**src/verilog/timer_map.svh**
```systemverilog
// timer pin-function and flag block: register offsets, field positions, reset values
// assumes an 8-bit register port with a 5-bit word address
//
// Notes on behaviour
// - Timer pins stay plain I/O until a timer function using them is enabled.
// - Function select 0 gives input capture, 1 gives output compare.
// - Pin edges capture on input pins, latch edges on output pins; capture never forces direction.
// - Timer disabled: direction 0 input, direction 1 driven from port latch.
// - Capture channel with zero edge field: no capture, plain digital pin.
// - Capture channel set as output: latch drives pin, its edges still capture.
// - Compare channel with mode or level set: pin driven by compare action.
// - Compare override keeps stored direction; latch then does not drive pin.
// - Compare with mode and level clear: flags still set, pin stays plain.
// - Port read gives pin level if direction 0, latch if direction 1.
// - Channel-3 mask bit forces compare-channel pin to output, direction kept.
// - Channel-3 mask bit never forces capture-channel pins; it still gates their latch copy.
// - Channel-3 compare drives masked compare pins with channel-3 data bits.
// - Channel-3 compare copies masked channel-3 data bits into port latch.
// - Seven flags each raise an interrupt request when their enable is set.
// - Channel flag sets on capture or compare; cleared by writing 1 only.
// - Fast clear: capture value read or compare value write clears flag.
// - A set channel flag never blocks later captures or compares.
// - Accumulator overflow flag sets on wrap, clears on writing 1.
// - Fast clear: any accumulator count access clears both accumulator flags.
// - Counter overflow flag sets on counter wrap, clears on writing 1.
// - Accumulator input flag: active edge, or trailing gate edge when gated.
`ifndef TIMER_MAP_SVH
`define TIMER_MAP_SVH
// ----------------------------------------
// register offsets
// ----------------------------------------
`define OFS_SYS_CTL 5'h00
`define OFS_FUNC_SEL 5'h01
`define OFS_OUT_ACT 5'h02
`define OFS_EDGE_CTL 5'h03
`define OFS_CH3_MASK 5'h04
`define OFS_CH3_DATA 5'h05
`define OFS_PORT_DATA 5'h06
`define OFS_PORT_DIR 5'h07
`define OFS_CHAN_FLAG 5'h08
`define OFS_CHAN_IRQ 5'h09
`define OFS_ACC_FLAG 5'h0A
`define OFS_ACC_CTL 5'h0B
`define OFS_CNT_FLAG 5'h0C
`define OFS_CNT_IRQ 5'h0D
`define OFS_VALUE0 5'h10
`define OFS_ACC_CNT_HI 5'h18
`define OFS_ACC_CNT_LO 5'h19
// ----------------------------------------
// field positions and reset values
// ----------------------------------------
`define BIT_ENABLE 0
`define BIT_FAST_CLR 1
`define BIT_ACC_OVF 0
`define BIT_ACC_IN 1
`define BIT_ACC_MODE 2
`define BIT_ACC_POL 3
`define RST_BYTE 8'h00
`define RST_NIBBLE 4'h0
`endif

```
**src/verilog/timer_pkg.sv**
```systemverilog
// types shared by the timer pin-function block
// assumes nothing beyond the compiler
package timer_pkg;
  typedef enum logic [1:0] {act_off, act_toggle, act_clear, act_set} oc_action_e;
  typedef enum logic [1:0] {edge_off, edge_rise, edge_fall, edge_any} edge_sel_e;
endpackage

```
**src/verilog/pin_sync.sv**
```systemverilog
// three-stage input synchroniser with agreement filter
// assumes asynchronous inputs and an active-high asynchronous reset
module pin_sync #(
  parameter int WIDTH = 4
) (
  input wire logic clk, // module clock
  input wire logic reset, // async reset
  input wire logic [WIDTH-1:0] din, // raw pin levels
  output logic [WIDTH-1:0] dout // filtered levels
);
  logic [WIDTH-1:0] stage1;
  logic [WIDTH-1:0] stage2;
  logic [WIDTH-1:0] stage3;
  logic [WIDTH-1:0] next_dout;

  // a change counts only once stages two and three agree
  assign next_dout = (stage2 & stage3) | (dout & (stage2 | stage3));

  always_ff @(posedge clk or posedge reset) begin
    if (reset) begin
      stage1 <= '0;
      stage2 <= '0;
      stage3 <= '0;
      dout <= '0;
    end else begin
      stage1 <= din;
      stage2 <= stage1;
      stage3 <= stage2;
      dout <= next_dout;
    end
  end
endmodule // pin_sync

```
**src/verilog/channel_pin.sv**
```systemverilog
// one timer channel: compare output level and pin drive selection
// assumes compare strobes already gated by enable and function select
module channel_pin import timer_pkg::*; (
  input wire logic clk, // module clock
  input wire logic reset, // async reset
  input wire logic enable, // timer enabled
  input wire logic oc_sel, // channel in output compare
  input wire logic [1:0] action, // mode and level pair
  input wire logic mask, // channel-3 mask bit
  input wire logic dir, // stored direction bit
  input wire logic latch, // port data latch bit
  input wire logic compare, // compare event on this channel
  input wire logic ch3_hit, // compare event on channel 3
  input wire logic ch3_bit, // channel-3 data bit
  output logic pin_out, // pin output value
  output logic pin_oe_n // low while pin is driven
);
  logic level;
  logic next_level;
  logic oc_drive;
  logic override;

  // mask only matters in compare mode; direction bit itself is never touched
  assign oc_drive = enable & oc_sel & ((action != act_off) | mask);
  assign override = ch3_hit & enable & oc_sel & mask;
  assign pin_out = oc_drive ? level : latch;
  assign pin_oe_n = ~(oc_drive | dir);

  always_comb begin
    next_level = level;
    if (override) begin
      next_level = ch3_bit;
    end else if (compare) begin
      case (oc_action_e'(action))
        act_toggle: next_level = ~level;
        act_clear: next_level = 1'b0;
        act_set: next_level = 1'b1;
        default: next_level = level;
      endcase
    end
  end

  always_ff @(posedge clk or posedge reset) begin
    if (reset) begin
      level <= 1'b0;
    end else begin
      level <= next_level;
    end
  end
endmodule // channel_pin

```
**src/verilog/timer_pins.sv**
```systemverilog
// timer pin-function selection, event flags and interrupt requests
// assumes counter and accumulator logic elsewhere supply match and wrap strobes
//
// Added by the designer: the register offsets and the strobed register port.
`include "timer_map.svh"
module timer_pins import timer_pkg::*; (
  input wire logic clk, // module clock, 100 MHz
  input wire logic reset, // async reset, active high
  input wire logic [4:0] addr, // register word address
  input wire logic [7:0] wdata, // write data
  input wire logic wr, // write strobe
  input wire logic rd, // read strobe
  output logic [7:0] rdata, // read data, cycle after rd
  input wire logic [3:0] pin_in, // timer_port_pin levels
  output logic [3:0] pin_out, // timer_port_pin drive values
  output logic [3:0] pin_oe_n, // low while a pin is driven
  input wire logic [3:0] compare_match, // counter equals channel value
  input wire logic counter_wrap, // counter rolled to zero
  input wire logic accum_wrap, // accumulator rolled to zero
  output logic [3:0] capture_strobe, // latch counter into channel value
  output logic accum_event, // count one accumulator edge
  output logic accum_gate, // gated divide-by-64 count enable
  output logic timer_enable, // timer_enable_bit
  output logic ch3_compare, // channel-3 compare event
  output logic [6:0] irq // interrupt requests
);
  // ----------------------------------------
  // registers
  // ----------------------------------------
  logic timer_enable_bit;
  logic fast_flag_clear;
  logic [3:0] capture_compare_select_reg;
  logic [7:0] output_action_control;
  logic [7:0] edge_control;
  logic [3:0] ch3_mask_bit;
  logic [3:0] ch3_data_bit;
  logic [3:0] port_latch;
  logic [3:0] port_direction_reg;
  logic [3:0] channel_flag;
  logic [3:0] channel_irq_enable;
  logic accum_overflow_flag;
  logic accum_input_flag;
  logic [3:0] accum_control_reg;
  logic counter_overflow_flag;
  logic counter_overflow_irq_enable;
  logic [3:0] cap_prev;
  logic accum_prev;
  logic [7:0] next_rdata;

  // ----------------------------------------
  // decode
  // ----------------------------------------
  function automatic logic edge_hit(input logic [1:0] sel, input logic prev, input logic cur);
    case (edge_sel_e'(sel))
      edge_rise: edge_hit = cur & ~prev;
      edge_fall: edge_hit = prev & ~cur;
      edge_any: edge_hit = cur ^ prev;
      default: edge_hit = 1'b0;
    endcase
  endfunction

  wire wr_sys = wr && addr == `OFS_SYS_CTL;
  wire wr_func = wr && addr == `OFS_FUNC_SEL;
  wire wr_act = wr && addr == `OFS_OUT_ACT;
  wire wr_edge = wr && addr == `OFS_EDGE_CTL;
  wire wr_mask = wr && addr == `OFS_CH3_MASK;
  wire wr_data3 = wr && addr == `OFS_CH3_DATA;
  wire wr_port = wr && addr == `OFS_PORT_DATA;
  wire wr_dir = wr && addr == `OFS_PORT_DIR;
  wire wr_cflag = wr && addr == `OFS_CHAN_FLAG;
  wire wr_cirq = wr && addr == `OFS_CHAN_IRQ;
  wire wr_aflag = wr && addr == `OFS_ACC_FLAG;
  wire wr_actl = wr && addr == `OFS_ACC_CTL;
  wire wr_tflag = wr && addr == `OFS_CNT_FLAG;
  wire wr_tirq = wr && addr == `OFS_CNT_IRQ;
  wire acc_cnt_hit = addr == `OFS_ACC_CNT_HI || addr == `OFS_ACC_CNT_LO;
  wire acc_access = fast_flag_clear && (rd || wr) && acc_cnt_hit;
  wire [3:0] pin_level;
  wire [3:0] cap_src;
  wire [3:0] cmp_ev;
  wire [3:0] chan_set;
  wire [3:0] fast_clr;
  wire [3:0] chan_clr;
  wire [3:0] port_view;
  wire acc_pin = pin_level[3];
  wire acc_mode = accum_control_reg[`BIT_ACC_MODE];
  wire acc_pol = accum_control_reg[`BIT_ACC_POL];
  wire acc_in_set;
  wire acc_ovf_clr;
  wire acc_in_clr;
  wire cnt_clr;

  // ----------------------------------------
  // pin synchroniser and channels
  // ----------------------------------------
  pin_sync #(.WIDTH(4)) u_sync (
    .clk(clk),
    .reset(reset),
    .din(pin_in),
    .dout(pin_level)
  );

  // an output-configured capture pin captures its own latch value
  assign cap_src = (port_direction_reg & port_latch) | (~port_direction_reg & pin_level);
  assign port_view = cap_src;
  assign ch3_compare = cmp_ev[3];
  assign timer_enable = timer_enable_bit;

  genvar n;
  generate
    for (n = 0; n < 4; n++) begin : g_chan
      wire [1:0] ch_edge = edge_control[2*n+1:2*n];
      wire [4:0] val_ofs = `OFS_VALUE0 + 5'(n);
      // zero edge field gives no capture; set flags never block new events
      assign capture_strobe[n] = timer_enable_bit & ~capture_compare_select_reg[n]
        & edge_hit(ch_edge, cap_prev[n], cap_src[n]);
      assign cmp_ev[n] = timer_enable_bit & capture_compare_select_reg[n]
        & compare_match[n];
      assign fast_clr[n] = fast_flag_clear && addr == val_ofs
        && ((rd && !capture_compare_select_reg[n])
        || (wr && capture_compare_select_reg[n]));
      channel_pin u_pin (
        .clk(clk),
        .reset(reset),
        .enable(timer_enable_bit),
        .oc_sel(capture_compare_select_reg[n]),
        .action(output_action_control[2*n+1:2*n]),
        .mask(ch3_mask_bit[n]),
        .dir(port_direction_reg[n]),
        .latch(port_latch[n]),
        .compare(cmp_ev[n]),
        .ch3_hit(cmp_ev[3]),
        .ch3_bit(ch3_data_bit[n]),
        .pin_out(pin_out[n]),
        .pin_oe_n(pin_oe_n[n])
      );
    end
  endgenerate

  // ----------------------------------------
  // flags
  // ----------------------------------------
  assign chan_set = capture_strobe | cmp_ev;
  assign chan_clr = (wr_cflag ? wdata[3:0] : 4'h0) | fast_clr;

  // gated mode flags the trailing edge of the active level
  assign acc_in_set = edge_hit((acc_pol ^ acc_mode) ? edge_rise : edge_fall,
    accum_prev, acc_pin);
  assign accum_event = ~acc_mode & acc_in_set;
  // no divide-by-64 clock exists while the timer is off
  assign accum_gate = acc_mode & timer_enable_bit & ~(acc_pin ^ acc_pol);
  assign acc_ovf_clr = (wr_aflag & wdata[`BIT_ACC_OVF]) | acc_access;
  assign acc_in_clr = (wr_aflag & wdata[`BIT_ACC_IN]) | acc_access;
  assign cnt_clr = wr_tflag & wdata[0];

  assign irq = {counter_overflow_flag & counter_overflow_irq_enable,
    accum_input_flag & accum_control_reg[`BIT_ACC_IN],
    accum_overflow_flag & accum_control_reg[`BIT_ACC_OVF],
    channel_flag & channel_irq_enable};

  always_ff @(posedge clk or posedge reset) begin
    if (reset) begin
      channel_flag <= `RST_NIBBLE;
      accum_overflow_flag <= 1'b0;
      accum_input_flag <= 1'b0;
      counter_overflow_flag <= 1'b0;
      cap_prev <= `RST_NIBBLE;
      accum_prev <= 1'b0;
    end else begin
      // a set in the same cycle as a clear wins
      channel_flag <= chan_set | (channel_flag & ~chan_clr);
      accum_overflow_flag <= accum_wrap | (accum_overflow_flag & ~acc_ovf_clr);
      accum_input_flag <= acc_in_set | (accum_input_flag & ~acc_in_clr);
      counter_overflow_flag <= counter_wrap | (counter_overflow_flag & ~cnt_clr);
      cap_prev <= cap_src;
      accum_prev <= acc_pin;
    end
  end

  // ----------------------------------------
  // control registers
  // ----------------------------------------
  always_ff @(posedge clk or posedge reset) begin
    if (reset) begin
      timer_enable_bit <= 1'b0;
      fast_flag_clear <= 1'b0;
      capture_compare_select_reg <= `RST_NIBBLE;
      output_action_control <= `RST_BYTE;
      edge_control <= `RST_BYTE;
      ch3_mask_bit <= `RST_NIBBLE;
      ch3_data_bit <= `RST_NIBBLE;
      port_direction_reg <= `RST_NIBBLE;
      channel_irq_enable <= `RST_NIBBLE;
      accum_control_reg <= `RST_NIBBLE;
      counter_overflow_irq_enable <= 1'b0;
    end else begin
      if (wr_sys) begin
        timer_enable_bit <= wdata[`BIT_ENABLE];
        fast_flag_clear <= wdata[`BIT_FAST_CLR];
      end
      if (wr_func) capture_compare_select_reg <= wdata[3:0];
      if (wr_act) output_action_control <= wdata;
      if (wr_edge) edge_control <= wdata;
      if (wr_mask) ch3_mask_bit <= wdata[3:0];
      if (wr_data3) ch3_data_bit <= wdata[3:0];
      if (wr_dir) port_direction_reg <= wdata[3:0];
      if (wr_cirq) channel_irq_enable <= wdata[3:0];
      if (wr_actl) accum_control_reg <= wdata[3:0];
      if (wr_tirq) counter_overflow_irq_enable <= wdata[0];
    end
  end

  // on masked bits, channel-3 compare copy beats a software write in the same cycle
  always_ff @(posedge clk or posedge reset) begin
    if (reset) begin
      port_latch <= `RST_NIBBLE;
    end else if (cmp_ev[3]) begin
      port_latch <= (ch3_mask_bit & ch3_data_bit)
        | (~ch3_mask_bit & (wr_port ? wdata[3:0] : port_latch));
    end else if (wr_port) begin
      port_latch <= wdata[3:0];
    end
  end

  // ----------------------------------------
  // read path
  // ----------------------------------------
  always_comb begin
    if (addr == `OFS_SYS_CTL) begin
      next_rdata = {6'h00, fast_flag_clear, timer_enable_bit};
    end else if (addr == `OFS_FUNC_SEL) begin
      next_rdata = {4'h0, capture_compare_select_reg};
    end else if (addr == `OFS_OUT_ACT) begin
      next_rdata = output_action_control;
    end else if (addr == `OFS_EDGE_CTL) begin
      next_rdata = edge_control;
    end else if (addr == `OFS_CH3_MASK) begin
      next_rdata = {4'h0, ch3_mask_bit};
    end else if (addr == `OFS_CH3_DATA) begin
      next_rdata = {4'h0, ch3_data_bit};
    end else if (addr == `OFS_PORT_DATA) begin
      next_rdata = {4'h0, port_view};
    end else if (addr == `OFS_PORT_DIR) begin
      next_rdata = {4'h0, port_direction_reg};
    end else if (addr == `OFS_CHAN_FLAG) begin
      next_rdata = {4'h0, channel_flag};
    end else if (addr == `OFS_CHAN_IRQ) begin
      next_rdata = {4'h0, channel_irq_enable};
    end else if (addr == `OFS_ACC_FLAG) begin
      next_rdata = {6'h00, accum_input_flag, accum_overflow_flag};
    end else if (addr == `OFS_ACC_CTL) begin
      next_rdata = {4'h0, accum_control_reg};
    end else if (addr == `OFS_CNT_FLAG) begin
      next_rdata = {7'h00, counter_overflow_flag};
    end else if (addr == `OFS_CNT_IRQ) begin
      next_rdata = {7'h00, counter_overflow_irq_enable};
    end else begin
      next_rdata = `RST_BYTE;
    end
  end

  always_ff @(posedge clk or posedge reset) begin
    if (reset) begin
      rdata <= `RST_BYTE;
    end else begin
      rdata <= rd ? next_rdata : `RST_BYTE;
    end
  end

  wire [3:0] oc_force;
  wire [3:0] edge_on;
  for (n = 0; n < 4; n++) begin : g_force
    assign oc_force[n] = timer_enable_bit & capture_compare_select_reg[n]
      & (output_action_control[2*n+1:2*n] != 2'b00 | ch3_mask_bit[n]);
    assign edge_on[n] = |edge_control[2*n+1:2*n];
  end
endmodule // timer_pins

```
**config.mk**
```make
export PLATFORM = sky130hd
export DESIGN_NAME = timer_pins
export DESIGN_NICKNAME = d
export VERILOG_FILES = /design/src/verilog/timer_pkg.sv /design/src/verilog/pin_sync.sv /design/src/verilog/channel_pin.sv /design/src/verilog/timer_pins.sv
export VERILOG_INCLUDE_DIRS = /design/src /design/src/verilog
export SDC_FILE = /design/constraint.sdc
export NUM_CORES = 1
export LEC_CHECK = 0
export BUFFER_PORTS_ARGS = -buffer_cell sky130_fd_sc_hd__buf_2
export CAP_MARGIN = 20
export CORE_UTILIZATION = 25
export DETAILED_ROUTE_END_ITERATION = 16
export GPL_ROUTABILITY_DRIVEN = 0
export GPL_TIMING_DRIVEN = 0
export HOLD_SLACK_MARGIN = 0.03
export PLACE_DENSITY = 0.4
export SLEW_MARGIN = 0
export SYNTH_ARGS = -nofsm -noshare
export SYNTH_HDL_FRONTEND = slang
export SYNTH_SLANG_ARGS = --single-unit
```
**constraint.sdc**
```tcl
create_clock -name clk -period 3.2 [get_ports clk]
set_clock_uncertainty 0.2 [all_clocks]
set_input_delay 0.64 -clock clk [delete_from_list [all_inputs] [get_ports clk]]
set_output_delay 0.64 -clock clk [all_outputs]
set_load 0.02 [all_outputs]
```
---- After elaboration in Yosys (flattened, before gate mapping) ----
Cells that the tools add are included.
word-level totals
  register bits after elaboration ......... 87
  output and inout bits ................... 31
  latch bits .............................. 0
  bits in writable memories ............... 0
  logic and storage cells ................. 288
  bits of input ports ..................... 27
  bits in read-only memories .............. 0
  memories ................................ 0
operators by class
  shifts and indexed selects .............. 0
  bitwise gates (word level) .............. 116
  equality and inequality tests ........... 46
  reductions and logical operators ........ 59
  mux-type cells .......................... 40
  divide/modulo/power cells ............... 0
  $mul .................................... 0
  add/subtract/negate cells ............... 0
  magnitude comparators ................... 0
operators by type and width
  kind                  number
  $and A1 B1 Y1         51
  $mux W4               11
  $mux W8               5
  $eq A2 B2 Y1 const B  18
  $and A4 B4 Y4         8
  $logic_and A1 B1 Y1   32
  $eq A5 B4 Y1 const B  6
  $eq A5 B5 Y1 const B  6
  $or A4 B4 Y4          7
  $not A1 Y1            27
  $pmux W1 S3           9
  $eq A5 B3 Y1 const B  4
  $eq A2 B1 Y1 const B  9
  $reduce_bool A2 Y1    8
  $reduce_bool A4 Y1    4
  $mux W1               14
  $or A1 B1 Y1          13
  $not A4 Y4            3
  $eq A5 B2 Y1 const B  2
  $reduce_and A2 Y1     4
  $xor A1 B1 Y1         7
  $logic_or A1 B1 Y1    6
  $eq A5 B1 Y1 const B  1
  $logic_not A5 Y1      1
  other kinds (2)       5

---- Logic depth before layout (Yosys ltp) ----
  depth in word-level cells ............... 16
  depth in mapped cells ................... 8
  mapped depth without buffers ............ 8

---- By module ----
Synthesis repeated with hierarchy kept, for this count alone.
unflattened totals
  cell total of the unflattened synthesis .. 442
  area, all modules ....................... 4645.7 um^2
by module, submodules not included
  module       cells each  instances  sequential area each (um^2)  area an instance (um^2)
  timer_pins   349         1          1676.6                       3671.0
  channel_pin  18          4          25.0                         131.4
  pin_sync     21          1          400.4                        449.2

---- Least setup slack after synthesis ----
No wires, ideal clock.
  path kind ............................... reg-to-output
  from .................................... register port_direction_reg[3]
  to ...................................... output port capture_strobe[3]
  required time ........................... 2360 ps
  setup slack ............................. 598 ps
  data arrival time ....................... 1762 ps
  cell stages (with the launch flop) ...... 6
  buffers on the path ..................... 0
  cell sequence ........................... dfrtp_1 mux2_2 ha_1 mux2i_1 a21oi_1 nor3b_1
on the way
  longest elaborated chain between the ends .. 7
  elaborated cells on any way between the ends .. 10
  classes of those cells .................. mux (1); bitwise (9)
ends and longest elaborated chain
  item                    line               RTL
  from (decl)             timer_pins.sv:38   logic [3:0] port_direction_reg;
  from (signal assigned)  timer_pins.sv:192  port_direction_reg <= `RST_NIBBLE;
  from (signal assigned)  timer_pins.sv:206  if (wr_dir) port_direction_reg <= wdata[3:0];
  $not A4 Y4              timer_pins.sv:104  assign cap_src = (port_direction_reg & port_latch) | (~port_direction_reg & pin_level);
  $and A4 B4 Y4           timer_pins.sv:104
  $or A4 B4 Y4 (*)        timer_pins.sv:104
  net cap_src[3]          timer_pins.sv:79   wire [3:0] cap_src;
  $not A1 Y1              timer_pins.sv:56   edge_fall: edge_hit = prev & ~cur;
  $and A1 B1 Y1           timer_pins.sv:56
  $pmux W1 S3 (*)         timer_pins.sv:54   case (edge_sel_e'(sel))
  $and A1 B1 Y1 (*)       timer_pins.sv:116  & edge_hit(ch_edge, cap_prev[n], cap_src[n]);
  to (decl)               timer_pins.sv:20   output logic [3:0] capture_strobe,
Mark *: on every way through the listed nets, which the timed path passes. The rest lies on a longest branch.

---- Final worst setup path ----
  from .................................... register port_direction_reg[1]
  to ...................................... output port capture_strobe[1]
Same word-level chain as after synthesis.

==> impl.org <==
** Run status
- The flow ran to the end, and the final reports show no timing, DRC or antenna violations.

** Flow run
- Across the run, the number of max-cap violations was 0.

** Floorplan
- Die ar. :: 19650 um^2
- The floorplan step set the die width to 140.2 um.
- The initial utilization of the core area, before any placement, comes to 25.52%.
- Pin placement for this block handled 58 I/O pins.
- From bottom edge to top edge, the die measures 140.2 um.
- The core region is roughly 19000 um^2.
- The floorplan has 50 rows.

** Logic synthesis
- Multiplexer share of the synthesized area :: 17.72%
- Sequential element share of the synthesized area :: 45.61%
- A synthesized cell averages between 10 and 15 um^2.
- Synthesized-area fraction occupied by ao, oa, aoi and oai cells :: a little under an eighth
- Number of cells produced by synthesis :: around 450
- Total of warnings raised by yosys :: 0
- Nets in the synthesized netlist :: just under 500
- After Yosys synthesis, and, or, nand and nor cells account for approximately 14% of the synthesized area.
- Post-synth EDFFs :: 0
- Fraction of the mapped netlist area in adder cells :: under 10%
- The number of different library cells used by synthesis comes to 67.
- Post-Synth XOR/XNOR Area :: less than 1%
- After synthesis the netlist holds a flip-flop and latch count of 87.
- For this run, the leading register cell type out of synthesis is sky130_fd_sc_hd__dfrtp_1.
- Synth async-reset ratio :: 100.0%
- Total standard cell area after synthesis :: around 4800 um^2
- After synthesis, the largest family of logic cells by area is multiplexers.

** GRT
- Global routing used 15.47% of the available tracks.
- Number of global-route vias before repair :: 3780
- Entering global routing, the biggest net connects 53 pins.
- Congestion Overflow GR :: 0
- First-pass GRT wire length :: 22.45 mm
- The initial antenna violation count came to 0.

** Timing
- After layout, the minimum clock period comes to 3.050 ns.
- Setup repair after global routing missed its margin :: no
- Derived from the worst setup path, the maximum achievable clock frequency is 327.9 MHz.
- Worst Hold Slack :: 0.1192 ns
- Setup violations remaining at the end of the flow were counted as 0.
- Number of max-slew violations in the final report :: 0
- For the pin with the worst max-slew slack, the measured transition is between 0.6 and 0.7 ns.
- Post-route clock period utilization :: 95.31%
- Final hold violation count :: 0
- Headroom to the max-slew limit came out at 53.72%.

** Power and ir drop
- Dividing total power by cell area gives a power density of 598.1 nW/um^2.
- IR analysis of the VDD net gives a maximum drop of 259.5 uV.
- Summed over all cells, the static leakage comes to 2.629 nW.

** Cells and area
- For this run, the share of the core covered by cells in the final layout is 30.21%.
- Registers with the most flip-flops :: edge_control x8, output_action_control x8, rdata x8
- Share of final-layout standard cells stronger than drive strength 1 :: 31.13%
- Net total in the final layout :: 553
- The area growth from synthesis to layout is 18.37%.
- For this run, the number of standard cells in the final layout without fillers is between 700 and 800.
- The repair_antennas step left the layout with diodes totalling 0.

** Setup path
- The worst register-to-register path ends at channel_flag[3]$_DFF_PP0_.
- At the worst endpoint, the arrival time is 2.21 ns.
- Following the worst setup path forward leads to its endpoint at capture_strobe[1].
- STA classifies the critical path endpoint as an output port.
- Register-to-register setup slack :: 1.15 ns
- Beginning of the worst register-to-register path :: u_sync.dout[3]$_DFF_PP0_
- Worst setup SP type :: register
- At the worst endpoint, the required time is 2.36 ns.
- Along the worst path, the maximum fanout reaches 4.
- The critical path is of the register to output port type.
- Depth of the worst register-to-register path :: 6
- Crit path launch :: port_direction_reg[1]$_DFFE_PP0P_

** Drt
- In the routed design, unresolved DRC markers number 0.
- Total iterations of the first detailed-routing run :: 4
- Number of vias per cell after detailed routing :: 4.844
- Wire length per cell :: 19.19 um
- Routed wire length :: approximately 14 mm
- Via count :: 3623
- Remaining number of nets flagged by the antenna check after routing :: 0
- In this run, the number of DRC markers left after iteration 0 of detailed routing was 137.

** Clock tree
- Number of H-tree branching levels :: 3
- Clock-pin slew was measured on the worst setup and hold paths at 0.06 ns.
- Largest buffer count on any clock path :: 2
- For this design, the CTS-stage hold fixing added 0 buffers.
- Number of clock sinks seen by CTS :: 87
- The later pin in the worst-skew pair is clocked with a latency of approximately 0.35 ns.
- Buffers inserted during clock tree synthesis total 9.
- The tree is rooted in a sky130_fd_sc_hd__clkbuf_16.
- TritonCTS built the clock tree.

** Placed design
- Buffers placed on the I/O ports in this run total 52.
- Cell Count Post-Placement :: approximately 730
- HPWL after detailed placement :: 10.47 mm

** Min path
- Classification of the worst-slack hold path :: primary input to asynchronous set/reset pin
[per-stage QoR]
step	total power (W)	instance area [um^2]	setup WS [ns]	TNS, ns
CTS	0.003410	5622	0.002488	0
global placement	0.002401	5326	-1.143	-98.60
finish	0.003380	5650	0.1502	0
global route	0.003593	5650	0.0009537	0
detailed placement	0.002430	5356	0.1407	0
floorplan	0.002110	4773	0.1098	0
[how the worst min path moves through the flow]
| stage | endpoint | slack (ns) | depth (start not counted) |
|---|---|---|---|
| after floorplan | u_sync.stage2[0]$_DFF_PP0_ | 0.13 | 0 |
| after global placement | u_sync.stage2[3]$_DFF_PP0_ | 0.14 | 0 |
| after detailed placement | u_sync.stage2[2]$_DFF_PP0_ | 0.14 | 0 |
| after CTS | g_chan[3].u_pin.level$_DFFE_PP0P_ | 0.14 | 2 |
| after global routing | u_sync.stage2[1]$_DFF_PP0_ | 0.15 | 0 |
| final | g_chan[3].u_pin.level$_DFFE_PP0P_ | 0.12 | 2 |
[routing by layer]
layer	wire, um	vias to the layer above	global-route usage (%)
li1	-	1710	-
met1	6778	1827	20.21
met2	6772	67	25.47
met3	441	19	1.880
met4	362	0	7.287
met5	0	-	0
[cells in the mapped netlist (2+ instances only)]
library cell,instances,area (um^2)
sky130_fd_sc_hd__a211o_1,5,43.79
sky130_fd_sc_hd__or3_1,2,12.51
sky130_fd_sc_hd__o22ai_1,4,25.02
sky130_fd_sc_hd__nand3_1,9,45.04
sky130_fd_sc_hd__xnor2_1,2,17.52
sky130_fd_sc_hd__inv_1,28,105.1
sky130_fd_sc_hd__nand2_1,35,131.4
sky130_fd_sc_hd__mux2i_1,26,260.3
sky130_fd_sc_hd__nand2b_1,8,50.05
sky130_fd_sc_hd__maj3_1,4,40.04
sky130_fd_sc_hd__dfrtp_1,87,2177
sky130_fd_sc_hd__clkbuf_1,6,22.52
sky130_fd_sc_hd__buf_4,8,60.06
sky130_fd_sc_hd__a32oi_1,5,43.79
sky130_fd_sc_hd__nor3b_1,7,52.55
sky130_fd_sc_hd__nor2_1,30,112.6
sky130_fd_sc_hd__mux2_2,52,585.6
sky130_fd_sc_hd__and3_1,8,50.05
sky130_fd_sc_hd__buf_2,9,45.04
sky130_fd_sc_hd__and2_1,7,43.79
sky130_fd_sc_hd__a31o_2,2,17.52
sky130_fd_sc_hd__o21ai_0,13,65.06
sky130_fd_sc_hd__o31ai_1,4,30.03
sky130_fd_sc_hd__and3b_1,2,17.52
sky130_fd_sc_hd__ha_1,16,200.2
sky130_fd_sc_hd__a21oi_1,23,115.1
sky130_fd_sc_hd__nor3_1,3,15.01
sky130_fd_sc_hd__a21o_1,2,15.01
[cells in the final DEF, fill, tap and decap left out, types with 7 or more instances in the layout]
cell and instances:
sky130_fd_sc_hd__nand2b_1 8, sky130_fd_sc_hd__nor2_1 30, sky130_fd_sc_hd__buf_2 62, sky130_fd_sc_hd__mux2i_1 24
sky130_fd_sc_hd__clkbuf_1 9, sky130_fd_sc_hd__buf_4 8, sky130_fd_sc_hd__nand2_1 35, sky130_fd_sc_hd__dfrtp_1 85
sky130_fd_sc_hd__ha_1 16, sky130_fd_sc_hd__and2_1 7, sky130_fd_sc_hd__inv_1 27, sky130_fd_sc_hd__and3_1 8
sky130_fd_sc_hd__mux2_2 52, sky130_fd_sc_hd__nand3_1 9, sky130_fd_sc_hd__clkbuf_16 9, sky130_fd_sc_hd__a21oi_1 23
sky130_fd_sc_hd__o21ai_0 13
[timing repair]
item	4_1_cts	5_1_grt
buffers inserted	0	0
gates resized for setup	2	8
setup endpoints to repair	5	7
gates cloned	0	0
hold endpoints to repair	0	0
[worst max-delay path: stages (launching register included)]
cell and delay [ns]:
sky130_fd_sc_hd__dfrtp_1 0.46, sky130_fd_sc_hd__mux2i_4 0.31, sky130_fd_sc_hd__inv_1 0.09, sky130_fd_sc_hd__ha_1 0.28
sky130_fd_sc_hd__mux2i_1 0.14, sky130_fd_sc_hd__a21oi_1 0.08, sky130_fd_sc_hd__nor3b_1 0.28, sky130_fd_sc_hd__buf_2 0.23
[logic make-up after synthesis]
| family | count (synthesis) |
|---|---|
| flip-flops | 87 |
| AND/OR/NAND/NOR | 127 |
| buffers and inverters | 54 |
| XOR/XNOR | 2 |
| multiplexers | 78 |
| adder cells (fa/ha/maj) | 20 |
| AO/OA/AOI/OAI | 78 |
[cell type report]
cell class	count	area [um^2]
buffer	25	145.1
inverter	29	111.4
sequential	87	2180
multi-input combinational	305	2375
clock inverter	1	5.005
fill	1958	13060
tap	234	292.8
timing repair buffer	53	287.8
clock buffer	14	254.0
[report_power, final]
part           leakage [nW]  internal [W]  switching, W  total, W
registers              1.08       0.00130      0.000235   0.00154
logic                  1.43      0.000427      0.000452  0.000879
clock network         0.127      0.000543      0.000420  0.000963
Note: power is estimated with default switching activity, not from simulation.
